### config.mk
export PLATFORM = sky130hd
export DESIGN_NAME = spd_top
export DESIGN_NICKNAME = d
export VERILOG_FILES = /design/src/hdl/spd_pkg.sv /design/src/hdl/spd_decode.sv /design/src/hdl/spd_top.sv
export VERILOG_INCLUDE_DIRS = /design/src /design/src/hdl
export SDC_FILE = /design/constraint.sdc
export NUM_CORES = 1
export LEC_CHECK = 0
export BUFFER_PORTS_ARGS = -buffer_cell sky130_fd_sc_hd__clkbuf_2
export CAP_MARGIN = 15
export CELL_PAD_IN_SITES_DETAIL_PLACEMENT = 1
export CELL_PAD_IN_SITES_GLOBAL_PLACEMENT = 1
export CORE_MARGIN = 1
export CORE_UTILIZATION = 37
export DETAILED_ROUTE_END_ITERATION = 16
export PLACE_DENSITY = 0.75
export SETUP_SLACK_MARGIN = 0.05
export SYNTH_ARGS = -nofsm -noshare
export SYNTH_HDL_FRONTEND = slang
export SYNTH_SLANG_ARGS = --single-unit
### constraint.sdc
create_clock -name mclk -period 2.5 [get_ports mclk]
set_input_delay 0.375 -clock mclk [delete_from_list [all_inputs] [get_ports mclk]]
set_output_delay 0.375 -clock mclk [all_outputs]
set_load 0.1 [all_outputs]
### src/hdl/spd_consts.svh
// constants of the register-space page decoder
// assumes an 8-bit core issuing one access at a time
// Notes on behaviour
// - page select at 0xbf, all pages, resets zero
// - accesses steered by the current page
// - writing page select changes later accesses
// - reading page select returns whole page byte
// - bit operations only at low nibble 0/8
// - common registers decode alike on both pages
// - paged addresses pick page 0 or F register
// - only direct accesses 0x80 to 0xff answered
// - only pages 0x0 and 0xf implemented
`ifndef SPD_CONSTS_SVH
`define SPD_CONSTS_SVH

`define SPD_PAGE_ADDR 8'hbf
`define SPD_PAGE_RST 8'h00
`define SPD_PAGE_0 8'h00
`define SPD_PAGE_F 8'h0f
`define SPD_SPACE_LO 8'h80
`define SPD_BIT_NIB_A 3'h0
`define SPD_BIT_NIB_B 3'h0
`define SPD_NIB_MASK 8'h07
`define SPD_ZERO_BYTE 8'h00

`endif

### src/hdl/spd_pkg.sv
// types shared by the page decoder files
// assumes spd_consts.svh is on the include path
`default_nettype none
package spd_pkg;
   typedef enum logic [1:0] {
      SPD_BANK_NONE = 2'b00,
      SPD_BANK_COMMON = 2'b01,
      SPD_BANK_P0 = 2'b10,
      SPD_BANK_PF = 2'b11
   } spd_bank_t;
   typedef enum logic [1:0] {
      SPD_BIT_SET = 2'b00,
      SPD_BIT_CLR = 2'b01,
      SPD_BIT_TEST = 2'b10
   } spd_bitop_t;
   typedef enum logic [1:0] {
      SPD_IDLE = 2'b00,
      SPD_RD_WAIT = 2'b01,
      SPD_BIT_WAIT = 2'b10
   } spd_state_t;
endpackage
`default_nettype wire

### src/hdl/spd_decode.sv
// address map decode of the upper register space
// assumes address already known to be in 0x80..0xff
`include "spd_consts.svh"
`default_nettype none
module spd_decode
   import spd_pkg::*;
(
   input wire logic [7:0] addr,
   input wire logic [7:0] page,
   output spd_bank_t bank,
   output logic bit_ok,
   output logic page_reg
);
   // ***************************************
   // map tables
   // ***************************************
   function automatic logic is_paged(input logic [7:0] a);
      is_paged = (a >= 8'h91 && a <= 8'h95) || a == 8'hb9 || (a >= 8'hc0 && a <= 8'hc2) ||
                 (a >= 8'hc8 && a <= 8'hcf && a != 8'hc9) || a == 8'he4;
   endfunction

   function automatic logic is_hole(input logic [7:0] a);
      is_hole = a == 8'h96 || a == 8'h97 || a == 8'hab || a == 8'had || a == 8'hd7;
   endfunction

   // ***************************************
   // bank choice
   // ***************************************
   always_comb begin
      bank = SPD_BANK_COMMON;
      if (is_hole(addr)) begin
         bank = SPD_BANK_NONE;
      end else if (is_paged(addr)) begin
         if (page == `SPD_PAGE_0) begin
            bank = SPD_BANK_P0;
         end else if (page == `SPD_PAGE_F) begin
            bank = SPD_BANK_PF;
         end else begin
            bank = SPD_BANK_NONE;
         end
      end
   end

   assign bit_ok = (addr & `SPD_NIB_MASK) == `SPD_ZERO_BYTE;
   assign page_reg = addr == `SPD_PAGE_ADDR;
endmodule
`default_nettype wire

### src/hdl/spd_top.sv
// page decoder between core and peripheral registers
// assumes one access per request pulse, peripheral read data combinational
`include "spd_consts.svh"
`default_nettype none
module spd_top
   import spd_pkg::*;
#(
   parameter int DW = 8
) (
   input wire logic mclk,
   input wire logic rst,
   input wire logic core_req,
   input wire logic core_direct,
   input wire logic [7:0] core_addr,
   input wire logic core_wr,
   input wire logic [DW-1:0] core_wdata,
   input wire logic core_bit,
   input wire logic [1:0] core_bit_op,
   input wire logic [2:0] core_bit_pos,
   output logic [DW-1:0] core_rdata_r,
   output logic core_done_r,
   output logic core_err_r,
   output logic core_busy_r,
   output logic [7:0] page_sel_r,
   output logic [7:0] periph_addr_r,
   output spd_bank_t periph_bank_r,
   output logic periph_rd_r,
   output logic periph_wr_r,
   output logic [DW-1:0] periph_wdata_r,
   input wire logic [DW-1:0] periph_rdata
);
   // ***************************************
   // decode
   // ***************************************
   spd_bank_t dec_bank;
   logic dec_bit_ok;
   logic dec_page_reg;
   logic take;

   spd_decode u_dec (
      .addr(core_addr),
      .page(page_sel_r),
      .bank(dec_bank),
      .bit_ok(dec_bit_ok),
      .page_reg(dec_page_reg)
   );

   spd_state_t state_r, state_nxt;
   logic [7:0] page_nxt;
   logic [DW-1:0] core_rdata_nxt, periph_wdata_nxt;
   logic core_done_nxt, core_err_nxt, core_busy_nxt;
   logic [7:0] periph_addr_nxt;
   spd_bank_t periph_bank_nxt;
   logic periph_rd_nxt, periph_wr_nxt;
   logic [1:0] bop_r, bop_nxt;
   logic [2:0] bpos_r, bpos_nxt;

   // idle only; a request while busy is dropped
   assign take = core_req && core_direct && core_addr >= `SPD_SPACE_LO && state_r == SPD_IDLE;

   // ***************************************
   // bit position mask
   // ***************************************
   logic [DW-1:0] pos_mask;

   // one compare per bit, so no shifter sits in the write-back path
   for (genvar g = 0; g < DW; g++) begin : g_mask
      assign pos_mask[g] = bpos_r == 3'(g);
   end

   // ***************************************
   // request class
   // ***************************************
   // one class per taken request; the order of the tests is the priority
   logic cls_refuse, cls_page, cls_none, cls_bit, cls_wr, cls_rd;

   always_comb begin
      cls_refuse = 1'b0;
      cls_page = 1'b0;
      cls_none = 1'b0;
      cls_bit = 1'b0;
      cls_wr = 1'b0;
      cls_rd = 1'b0;
      if (take) begin
         if (core_bit && !dec_bit_ok) begin
            cls_refuse = 1'b1;
         end else if (dec_page_reg) begin
            cls_page = 1'b1;
         end else if (dec_bank == SPD_BANK_NONE) begin
            cls_none = 1'b1;
         end else if (core_bit) begin
            cls_bit = 1'b1;
         end else if (core_wr) begin
            cls_wr = 1'b1;
         end else begin
            cls_rd = 1'b1;
         end
      end
   end

   // ***************************************
   // next state
   // ***************************************
   always_comb begin
      state_nxt = state_r;
      core_rdata_nxt = core_rdata_r;
      core_done_nxt = 1'b0;
      core_err_nxt = 1'b0;
      periph_addr_nxt = periph_addr_r;
      periph_bank_nxt = periph_bank_r;
      periph_rd_nxt = 1'b0;
      periph_wr_nxt = 1'b0;
      periph_wdata_nxt = periph_wdata_r;
      bop_nxt = bop_r;
      bpos_nxt = bpos_r;
      case (state_r)
         SPD_IDLE: begin
            if (take) begin
               periph_addr_nxt = core_addr;
               periph_bank_nxt = dec_bank;
               bop_nxt = core_bit_op;
               bpos_nxt = core_bit_pos;
            end
            if (cls_refuse) begin
               core_done_nxt = 1'b1;
               core_err_nxt = 1'b1;
               core_rdata_nxt = '0;
            end
            if (cls_page) begin
               core_done_nxt = 1'b1;
               if (!core_wr) begin
                  core_rdata_nxt = DW'(page_sel_r);
               end
            end
            if (cls_none) begin
               core_done_nxt = 1'b1;
               core_rdata_nxt = '0;
            end
            if (cls_bit) begin
               periph_rd_nxt = 1'b1;
               state_nxt = SPD_BIT_WAIT;
            end
            if (cls_wr) begin
               periph_wr_nxt = 1'b1;
               periph_wdata_nxt = core_wdata;
               core_done_nxt = 1'b1;
            end
            if (cls_rd) begin
               periph_rd_nxt = 1'b1;
               state_nxt = SPD_RD_WAIT;
            end
         end
         SPD_RD_WAIT: begin
            core_rdata_nxt = periph_rdata;
            core_done_nxt = 1'b1;
            state_nxt = SPD_IDLE;
         end
         SPD_BIT_WAIT: begin
            // read-modify-write keeps the other seven bits intact
            core_rdata_nxt = DW'(|(periph_rdata & pos_mask));
            core_done_nxt = 1'b1;
            state_nxt = SPD_IDLE;
            if (bop_r == SPD_BIT_SET) begin
               periph_wdata_nxt = periph_rdata | pos_mask;
               periph_wr_nxt = 1'b1;
            end else if (bop_r == SPD_BIT_CLR) begin
               periph_wdata_nxt = periph_rdata & ~pos_mask;
               periph_wr_nxt = 1'b1;
            end else if (bop_r != SPD_BIT_TEST) begin
               core_err_nxt = 1'b1;
            end
         end
         default: begin
            state_nxt = SPD_IDLE;
         end
      endcase
      core_busy_nxt = state_nxt != SPD_IDLE;
   end

   // ***************************************
   // page register
   // ***************************************
   // kept whole; only 0x00 and 0x0f reach paged registers
   always_comb begin
      page_nxt = page_sel_r;
      if (cls_page && core_wr) begin
         page_nxt = core_wdata[7:0];
      end
   end

   always_ff @(posedge mclk) begin
      if (rst) begin
         page_sel_r <= `SPD_PAGE_RST;
      end else begin
         page_sel_r <= page_nxt;
      end
   end

   // ***************************************
   // registers
   // ***************************************
   always_ff @(posedge mclk) begin
      if (rst) begin
         state_r <= SPD_IDLE;
         core_rdata_r <= '0;
         core_done_r <= 1'b0;
         core_err_r <= 1'b0;
         core_busy_r <= 1'b0;
         periph_addr_r <= `SPD_ZERO_BYTE;
         periph_bank_r <= SPD_BANK_NONE;
         periph_rd_r <= 1'b0;
         periph_wr_r <= 1'b0;
         periph_wdata_r <= '0;
         bop_r <= 2'h0;
         bpos_r <= 3'h0;
      end else begin
         state_r <= state_nxt;
         core_rdata_r <= core_rdata_nxt;
         core_done_r <= core_done_nxt;
         core_err_r <= core_err_nxt;
         core_busy_r <= core_busy_nxt;
         periph_addr_r <= periph_addr_nxt;
         periph_bank_r <= periph_bank_nxt;
         periph_rd_r <= periph_rd_nxt;
         periph_wr_r <= periph_wr_nxt;
         periph_wdata_r <= periph_wdata_nxt;
         bop_r <= bop_nxt;
         bpos_r <= bpos_nxt;
      end
   end
endmodule
`default_nettype wire

==> implementation parameters, run 1 <==
Parameter                              Value

Logic synthesis
  Biggest area contributors in the synthesized netlist    dfxtp_1 36%, mux2i_1 10%, nand2_1 6.7%
  Leading cell types by count after synthesis    46 x dfxtp_1, 46 x nand2_1, 42 x nor2_1, 34 x a21oi_1, 27 x mux2i_1
  Library cells used by synthesis    50
  Summed instance area of the synthesized netlist    2590 um2
  Synthesized area divided by synthesized cell count    about 8.0 um2
  Post-synth ARST share    0%
  Sequential cell area fraction in the yosys report    a little over a third
  Syn Inst Count    322
  Area fraction of the dominant cell type after synthesis    35.6%
  Syn. warnings    0
  Register bit total from synthesis    46
  Predominant post-synthesis flop cell    dfxtp_1
  Syn nets    362
  Cell type with the highest aggregate area in the netlist    dfxtp_1
  EDFF count, synth    0

Placement
  Final weighted congestion of routability-driven global placement    0.777
  Worst setup slack after placement    19.0 ps
  Number of input and output port buffers inserted    73
  Number of placed instances with taps included    approximately 480
  Post-DP HPWL    around 5800 um

Global route
  Total global routing track utilization    a little over a fifth
  Number of global-route vias before repair    2519
  First-pass GRT wire length    12600 um
  Number of antenna violations at the first check in global routing    0
  Sum of overflow across all layers after global routing    0
  Largest net degree at the start of global routing    27

Timing
  Final Hold Violating Endpoints    0
  Final-report max-slew violation count    0
  F_max    approximately 0.44 GHz
  Final clock skew    2.30 ps
  RSZ-0062 raised after global routing    false
  Ratio of final minimum period to clock period    91.0%
  Min setup slack post-route    approximately 230 ps
  Fin Setup TNS    0 ps
  Setup violations, final    0
  Period minus WS final    2270 ps
  Slew margin rel.    59.2%
  Worst Tran Pin Value    between 600 and 700 ps

CTS
  Clock tree from TritonCTS    done
  Library cell used as clock root buffer    clkbuf_8
  Worst-Skew Late Latency    300 ps
  Clock sinks    between 40 and 50
  Bufs on Longest Clock Path    2
  Register clock-pin slew on the reported worst setup and hold paths    around 90 ps
  Hold buffer count at CTS    0
  Clock buffer count from CTS    5
  Count of H-tree levels built during CTS    2

Routing
  Total number of vias    2594
  Initial DRT Pass Iterations    10
  Antenna viol nets, final    0
  Routed len/inst    around 16 um
  Post-detailed-route DRC marker count    1
  Detailed-route vias per instance    5.32
  Post-detailed-routing wire length    roughly 8000 um
  Count of routing violations after the opening detailed-route iteration    118

Critical path
  CP Max Fanout    15
  Path type of the worst setup path    register to register
  Longest individual stage delay on the worst path    ~360 ps
  Critical path's most frequent cell    buf_4
  Setup crit start kind    register
  Critical Path Source    state_r[0]
  R2R Path End    periph_wdata_r[6]
  FF-to-FF path depth    9
  Req. time, crit path    2680 ps
  Data arrival time of the critical path    2460 ps
  Cell family with most CP delay    buffers and inverters
  Slowest cell on the critical path    dfxtp_2
  CP Cell Sequence    inv_1, ha_2, and4_1, buf_4, nand3_2, o32ai_4, buf_4, mux2i_1, nor2_1
  Setup slack, reg-to-reg    230 ps
  Sum of buffers and inverters on the critical path    3
  Startpoint of the worst register-to-register path    state_r[0]
  Worst setup EP type    register

Die
  Number of placement rows    30
  Full die area    about 7300 um2
  Total core area    6790 um2
  Top-level port count    74
  Y dimension of the die    85.7 um
  Die X-Extent    approximately 86 um
  Initial cell density of the core    38.1%

Power
  PD cells    541 nW/um2
  Worst IR drop on VDD    between 0.2 and 0.3 mV
  Leakage power summed over all cells    around 0.0014 uW

Layout
  Growth of design area from synthesis to finish    25.2%
  Final cell count without fillers    a little under 500
  Proportion of layout cells with a drive suffix above 1    between 30% and 40%
  Total Nets Final    431
  Number of diodes    0

Run status
  Status    finished with violations
  Violations in the final reports    design-rule violations

Worst hold path
  Hold Crit Start    core_bit_pos[0]
  Hold Path Class    input port to register
  Hold endpoint    bpos_r[0]
  Depth of the worst hold-timing path    3

Run
  Count of maximum capacitance violations    0
==> worst max-delay path by stage <==
stage,to,slack [ps],cells after the start
after detailed placement,core_rdata_r[2],20,8
after global routing,periph_wdata_r[6],70,9
after floorplan,periph_wdata_r[0],170,7
final,periph_wdata_r[6],230,9
after global placement,core_rdata_r[5],70,8
after CTS,state_r[1],50,8
==> kinds of logic (layout without fill, tap and decap cells) <==
kind of cell    count (synthesis)  count (layout)  synth area share, %
compound gates                 73              73                 19.7
xor+xnor                        1               1                0.338
fa+ha+maj                       5               5                 2.42
buf+inv                        27              97                 4.30
flops                          46              46                 35.6
mux                            27              27                 10.4
simple gates                  143             143                 27.3
==> worst reg2reg max path, cell delays in order (launching register included) <==
cell and delay (ps):
dfxtp_2 360, inv_1 150, ha_2 290, and4_1 230
buf_4 230, nand3_2 160, o32ai_4 230, buf_4 240
mux2i_1 210, nor2_1 50
==> layout make-up <==
| type | instances | area [um2] |
|---|---|---|
| Clock inverter | 2 | 60.1 |
| Inverter | 5 | 18.8 |
| Fill cell | 831 | 3550 |
| Tap cell | 96 | 120 |
| Sequential cell | 46 | 933 |
| Clock buffer | 6 | 82.6 |
| Multi-Input combinational cell | 249 | 1570 |
| Timing Repair Buffer | 84 | 460 |
==> metrics by stage <==
stage | total power [uW] | hold WS, ps | instance area (um2) | utilization (%)
6_report | 1760 | 290 | 3240 | 47.7
4_1_cts | 1770 | 282 | 3210 | 47.3
2_1_floorplan | 982 | 450 | 2600 | -
5_1_grt | 1820 | 294 | 3240 | 47.7
3_5_place_dp | 1070 | 455 | 3070 | 45.2
3_3_place_gp | 1070 | 446 | 3070 | 45.2
==> per-layer routing <==
layer  vias up  track usage, %  routed length [um]
met5         -               0                   0
met2        55            36.5                3690
met1      1256            29.8                3860
met3         8            3.27                 247
met4         0            5.76                  94
li1       1275               -                   -
==> repair_timing <==
| action | 4_1_cts | 5_1_grt |
|---|---|---|
| resized for setup | 0 | 5 |
| buffers inserted | 0 | 1 |
| setup endpoints to repair | 0 | 18 |
==> registers in the layout, summed over array words and instances, names as in the netlist <==
signal and cells:
core_done_r 1, periph_wdata_r 8, periph_wr_r 1, periph_addr_r 8
bpos_r 3, core_err_r 1, periph_bank_r 2, state_r 2
periph_rd_r 1, core_busy_r 1, bop_r 2, core_rdata_r 8
page_sel_r 8
==> power breakdown <==
group / total (uW) / internal, uW / switching, uW
sequential: 763 / 749 / 14.1
combinational: 297 / 83.6 / 214
clock: 695 / 427 / 268
==> cell usage in the layout (no fill, tap or decap), types with 3 or more instances in the layout <==
cell type,instances
clkbuf_2,73
nand2_1,46
nor2_1,41
dfxtp_1,36
a21oi_1,34
mux2i_1,27
nor3_1,12
nor2b_1,10
dfxtp_2,10
buf_4,10
o21ai_0,8
or3b_2,6
a221oi_1,6
clkbuf_8,6
inv_1,5
nand2b_1,5
ha_1,4
nand4_1,3
nand3_1,3
a21o_1,3
No activity file was read; power rests on OpenSTA's default activity.
==> run 2, diff against run 1 <==
GPL_TIMING_DRIVEN = 0   (was not set)
PLACE_DENSITY = not set   (was 0.75)
PLACE_DENSITY_LB_ADDON = 0.1   (was not set)
REMOVE_ABC_BUFFERS = 1   (was not set)
==> implementation parameters, run 2 (same netlist as run 1, synthesis figures left out) <==
Parameter                              Value

Die
  Top-level port count    74 (unchanged)
  Y dimension of the die    85.7 um (unchanged)
  Total core area    6790 um2 (unchanged)
  Full die area    7340 um2 (unchanged)
  Die X-Extent    85.7 um (unchanged)
  Initial cell density of the core    38.1% (unchanged)
  Number of placement rows    30 (unchanged)

Timing
  Period minus WS final    2310 ps (+38.2 ps)
  RSZ-0062 raised after global routing    true
  Ratio of final minimum period to clock period    92.5% (+1.5 points)
  Worst Tran Pin Value    931 ps (+321 ps)
  F_max    0.432 GHz (-1.7%)
  Slew margin rel.    38.0% (-21 points)
  Setup violations, final    0 (unchanged)
  Final Hold Violating Endpoints    0 (unchanged)
  Final-report max-slew violation count    0 (unchanged)
  Final clock skew    5.28 ps (+2.98 ps)
  Worst hold slack after final layout    286 ps (-4.02 ps)

CTS
  Bufs on Longest Clock Path    2 (unchanged)
  Worst-Skew Late Latency    300 ps (about the same)
  Clock buffer count from CTS    5 (unchanged)
  Clock sinks    46 (unchanged)
  Register clock-pin slew on the reported worst setup and hold paths    90 ps (about the same)
  Library cell used as clock root buffer    clkbuf_8
  Count of H-tree levels built during CTS    2 (unchanged)
  Clock tree from TritonCTS    done

Layout
  Proportion of layout cells with a drive suffix above 1    28.0% (-2.9 points)
  Final cell count without fillers    482 (-1.2%)
  Total of fill cells in the finished design    865 (+4.1%)
  Number of diodes    0 (unchanged)
  Commonest non-fill, non-tap cell in the layout    clkbuf_2
  Total Nets Final    425 (-1.4%)
  Growth of design area from synthesis to finish    22.6%
  Highest-count cells in the layout ignoring fill and taps    73 x clkbuf_2, 46 x nand2_1, 45 x dfxtp_1

Critical path
  Req. time, crit path    2680 ps (about the same)
  CP Max Fanout    4 (-11)
  Slowest cell on the critical path    or4_1
  Data arrival time of the critical path    2490 ps (+30 ps)
  CP Cell Sequence    or4_1, a21o_1, nand2b_1, o21ai_2, nor2_1, nand2_1, a2111oi_0
  Path type of the worst setup path    register to register
  Setup crit start kind    register
  Longest individual stage delay on the worst path    610 ps (+250 ps)
  Worst setup EP type    register

Power
  Worst IR drop on VDD    0.233 mV (-13%)
  Post-route total power    1550 uW (-12%)
  PD cells    488 nW/um2 (-9.8%)
  Leakage power summed over all cells    0.00136 uW (-3.9%)

Routing
  Count of routing violations after the opening detailed-route iteration    90 (-24%)
  Routed wire length on met3    293 um (+19%)
  Total number of vias    2579 (-0.58%)
  Post-detailed-route DRC marker count    1 (unchanged)
  Highest metal layer used by the detailed router    met4
  Met2 WL    3470 um (-6.0%)
  Post-detailed-routing wire length    7750 um (-1.8%)
  Routed length on met1    3910 um (+1.3%)
  Routed len/inst    16.1 um (-0.56%)
  Initial DRT Pass Iterations    10 (unchanged)
  Detailed-route vias per instance    5.35 (+0.66%)
  Antenna viol nets, final    0 (unchanged)

Run status
  Violations in the final reports    design-rule violations
  Status    finished with violations

Global route
  Sum of overflow across all layers after global routing    0 (unchanged)
  Largest net degree at the start of global routing    44 (+63%)
  First-pass GRT wire length    13100 um (+3.8%)
  Number of antenna violations at the first check in global routing    0 (unchanged)
  Total global routing track utilization    22.6% (+0.69 points)
  Number of global-route vias before repair    2548 (+1.2%)

Run
  Count of maximum capacitance violations    0 (unchanged)

Placement
  Number of input and output port buffers inserted    73 (unchanged)
  Final weighted congestion of routability-driven global placement    0.742 (-4.4%)
  Number of placed instances with taps included    469 (-2.1%)
  Post-DP HPWL    5580 um (-3.9%)

Worst hold path
  Hold Path Class    input port to register
-- run 2: worst max-delay path, delay by kind of cell, from the launching register on --
| family | cells | cell delay (ps) |
|---|---|---|
| flip-flops | 1 | 360 |
| AND/OR/NAND/NOR | 4 | 1050 |
| AO/OA/AOI/OAI | 3 | 770 |
-- run 2: final timing paths --
check	from	to	slack, ps	depth (start not counted)
setup / recovery	page_sel_r[6]	state_r[1]	190	7
hold / removal	core_bit_pos[1]	bpos_r[1]	290	3
setup reg to reg	page_sel_r[6]	state_r[1]	190	7
hold reg to reg	periph_addr_r[4]	periph_addr_r[4]	460	2
-- run 2: timing repair --
action / 4_1_cts / 5_1_grt
buffers inserted: 5 / 0
pin swaps: 4 / 1
cloned: 0 / 0
endpoints found under the hold margin: 0 / 0
hold buffers: 0 / 0
gates resized for setup: 5 / 5
endpoints found under the setup margin: 31 / 14
-- run 2: power by group --
part / internal, uW / leakage, uW / switching (uW) / total [uW]
sequential: 749 / 0.000373 / 14.2 / 763
clock: 223 / 0.0000472 / 274 / 497
combinational: 80.0 / 0.000942 / 210 / 290
total: 1050 / 0.00136 / 498 / 1550
-- run 2: layout make-up --
| cell class | instances | area, um2 | area share, % |
|---|---|---|---|
| flip-flops and latches | 46 | 922 | 29.1 |
| repair buffers | 78 | 428 | 13.5 |
| well taps | 96 | 120 | 3.78 |
| inverters | 5 | 18.8 | 0.591 |
| clock inverters | 2 | 12.5 | 0.394 |
| clock buffers | 6 | 82.6 | 2.60 |
| multi-input cells | 249 | 1590 | 50.1 |
-- run 2: stage by stage --
| step | setup WS [ps] | utilization (%) | TNS (ps) | instance area (um2) |
|---|---|---|---|---|
| after floorplan | -55.4 | - | -443 | 2500 |
| after global placement | -638 | 43.9 | -8930 | 2980 |
| after detailed placement | -700 | 43.9 | -9550 | 2980 |
| after CTS | 127 | 46.4 | 0 | 3150 |
| after global routing | 37.2 | 46.7 | 0 | 3170 |
| final | 187 | 46.7 | 0 | 3170 |
-- run 2: routing by layer --
layer	vias to the layer above	track usage, %
met2	65	35.6
met3	8	3.66
met4	0	5.00
met5	-	0
met1	1243	32.5
li1	1263	-
==> run 3, diff against run 2 <==
MAX_ROUTING_LAYER = met4   (was not set)
PLACE_DENSITY_LB_ADDON = 0.08   (was 0.1)
REMOVE_ABC_BUFFERS = not set   (was 1)
==> implementation parameters, run 3 (same netlist as run 1, synthesis figures left out) <==
Parameter                              Value

Run status
  Status    finished, final reports clean

Timing
  RSZ-0062 raised after global routing    false
  Period minus WS final    2260 ps (-52.2 ps)
  Setup violations, final    0 (unchanged)
  Final-report max-slew violation count    0 (unchanged)
  Final Hold Violating Endpoints    0 (unchanged)
  Worst Tran Pin Value    715 ps (-216 ps)
  Slew margin rel.    52.0% (+14 points)
  Final clock skew    14.0 ps (+8.70 ps)
  F_max    0.442 GHz (+2.3%)
  Ratio of final minimum period to clock period    90.4% (-2.1 points)

Worst hold path
  Depth of the worst hold-timing path    3 (unchanged)
  Hold Path Class    input port to register

Critical path
  Cell family with most CP delay    compound AO/OA/AOI/OAI gates
  Setup crit start kind    input port
  Data arrival time of the critical path    2440 ps (-50 ps)
  Slowest cell on the critical path    o31ai_2
  Path type of the worst setup path    input port to register
  Longest individual stage delay on the worst path    670 ps (+60 ps)
  Sum of buffers and inverters on the critical path    2 (+2)
  Req. time, crit path    2680 ps (about the same)
  FF-to-FF path depth    10 (+3)
  Stages on the worst setup path    9 (+2)
  Worst setup EP type    register
  CP Cell Sequence    clkbuf_2, o31ai_2, nand2_1, nor3_4, buf_4, or3b_2, a21oi_1, a221oi_2, nor3_1
  CP Max Fanout    10 (+6)

Die
  Number of placement rows    30 (unchanged)
  Y dimension of the die    85.7 um (unchanged)
  Die X-Extent    85.7 um (unchanged)
  Total core area    6790 um2 (unchanged)
  Full die area    7340 um2 (unchanged)
  Top-level port count    74 (unchanged)
  Initial cell density of the core    38.1% (unchanged)

Placement
  Number of input and output port buffers inserted    67 (-8.2%)
  Number of placed instances with taps included    485 (+3.4%)
  Final weighted congestion of routability-driven global placement    0.826 (+11%)
  Post-DP HPWL    6020 um (+7.9%)

CTS
  Bufs on Longest Clock Path    2 (unchanged)
  Worst-Skew Late Latency    320 ps (+20 ps)
  Clock sinks    46 (unchanged)
  Count of H-tree levels built during CTS    2 (unchanged)
  Clock tree from TritonCTS    done
  Clock buffer count from CTS    5 (unchanged)
  Library cell used as clock root buffer    clkbuf_8
  Register clock-pin slew on the reported worst setup and hold paths    110 ps (+20 ps)

Power
  Leakage power summed over all cells    0.00138 uW (+1.4%)
  PD cells    484 nW/um2 (-0.88%)
  Worst IR drop on VDD    0.266 mV (+14%)

Layout
  Growth of design area from synthesis to finish    24.3%
  Commonest non-fill, non-tap cell in the layout    clkbuf_2
  Proportion of layout cells with a drive suffix above 1    28.7% (+0.70 points)
  Finished Core Util    47.4% (+0.66 points)
  Final cell count without fillers    497 (+3.1%)
  Area taken by flip-flops and latches    932 um2 (+1.1%)
  Total Nets Final    440 (+3.5%)
  Number of diodes    0 (unchanged)
  Highest-count cells in the layout ignoring fill and taps    68 x clkbuf_2, 46 x nand2_1, 41 x nor2_1
  Total of fill cells in the finished design    877 (+1.4%)
  Area occupied by multi-input gates    1580 um2 (-0.63%)

Routing
  Detailed-route vias per instance    5.30 (-1.0%)
  Post-detailed-route DRC marker count    0 (-1)
  Antenna viol nets, final    0 (unchanged)
  Initial DRT Pass Iterations    4 (-6)
  Post-detailed-routing wire length    7940 um (+2.4%)
  Total number of vias    2632 (+2.1%)
  Routed len/inst    16.0 um (-0.70%)
  Count of routing violations after the opening detailed-route iteration    72 (-20%)

Global route
  Number of antenna violations at the first check in global routing    0 (unchanged)
  Total global routing track utilization    22.6% (-0.037 points)
  Number of global-route vias before repair    2431 (-4.6%)
  Largest net degree at the start of global routing    17 (-61%)
  First-pass GRT wire length    12600 um (-3.4%)
  Sum of overflow across all layers after global routing    0 (unchanged)

Run
  Count of maximum capacitance violations    0 (unchanged)
run 3: cell types whose count changed in the layout (fill, tap and decap cells not counted), moves of 2 or more:
cell / change
buf_2: +4
buf_4: +2
dfxtp_2: +8
clkbuf_2: -5
clkbuf_1: +14
dfxtp_1: -8
run 3: final timing paths:
kind	end	startpoint	slack, ps
setup / recovery	core_rdata_r[6]	core_addr[0]	240
hold / removal	bop_r[0]	core_bit_op[0]	270
setup reg to reg	core_rdata_r[6]	state_r[0]	250
hold reg to reg	periph_addr_r[3]	periph_addr_r[3]	470
run 3: area by class of cell:
type	count	share of cell area, %
multi-input cells	249	49.1
well taps	96	3.73
repair buffers	72	12.0
flip-flops and latches	46	29.0
clock buffers	5	2.14
plain buffers	21	2.76
clock inverters	3	0.777
inverters	5	0.583
run 3: timing repair:
action,4_1_cts,5_1_grt
pin swaps,0,3
endpoints found under the setup margin,25,16
resized for setup,4,4
hold buffers,0,0
setup buffers,0,5
run 3: power by group:
| group | switching [uW] | internal [uW] | total, uW |
|---|---|---|---|
| Clock | 293 | 203 | 496 |
| Combinational | 218 | 84.7 | 303 |
| Sequential | 10.5 | 749 | 759 |
run 3: worst register-to-register path: stages, from the launching register on:
cell      delay, ps
dfxtp_1         420
inv_2           100
ha_4            200
and4_4          210
nand2_1         130
nor3_4           70
buf_4           170
or3b_2          470
a21oi_1         200
a221oi_2         80
nor3_1          130
run 3: routing by layer:
| metal | part of all wire, % | vias to the layer above | GRT usage, % |
|---|---|---|---|
| met5 | 0 | - | - |
| met2 | 44 | 65 | 33.8 |
| met1 | 50 | 1269 | 32.1 |
| met3 | 4.6 | 7 | 2.89 |
| li1 | - | 1291 | - |
| met4 | 1.0 | 0 | 5.91 |
run 3: metrics by stage:
step           hold WS, ps  cell area, um2  power (uW)  setup TNS (ps)  setup WS (ps)
3_5_place_dp           451            3060        1070           -2060           -213
4_1_cts                259            3160        1560               0         0.0411
3_3_place_gp           445            3060        1060           -1870           -183
6_report               268            3220        1560               0            239
2_1_floorplan          450            2600         982               0            166
5_1_grt                271            3220        1620               0           51.4
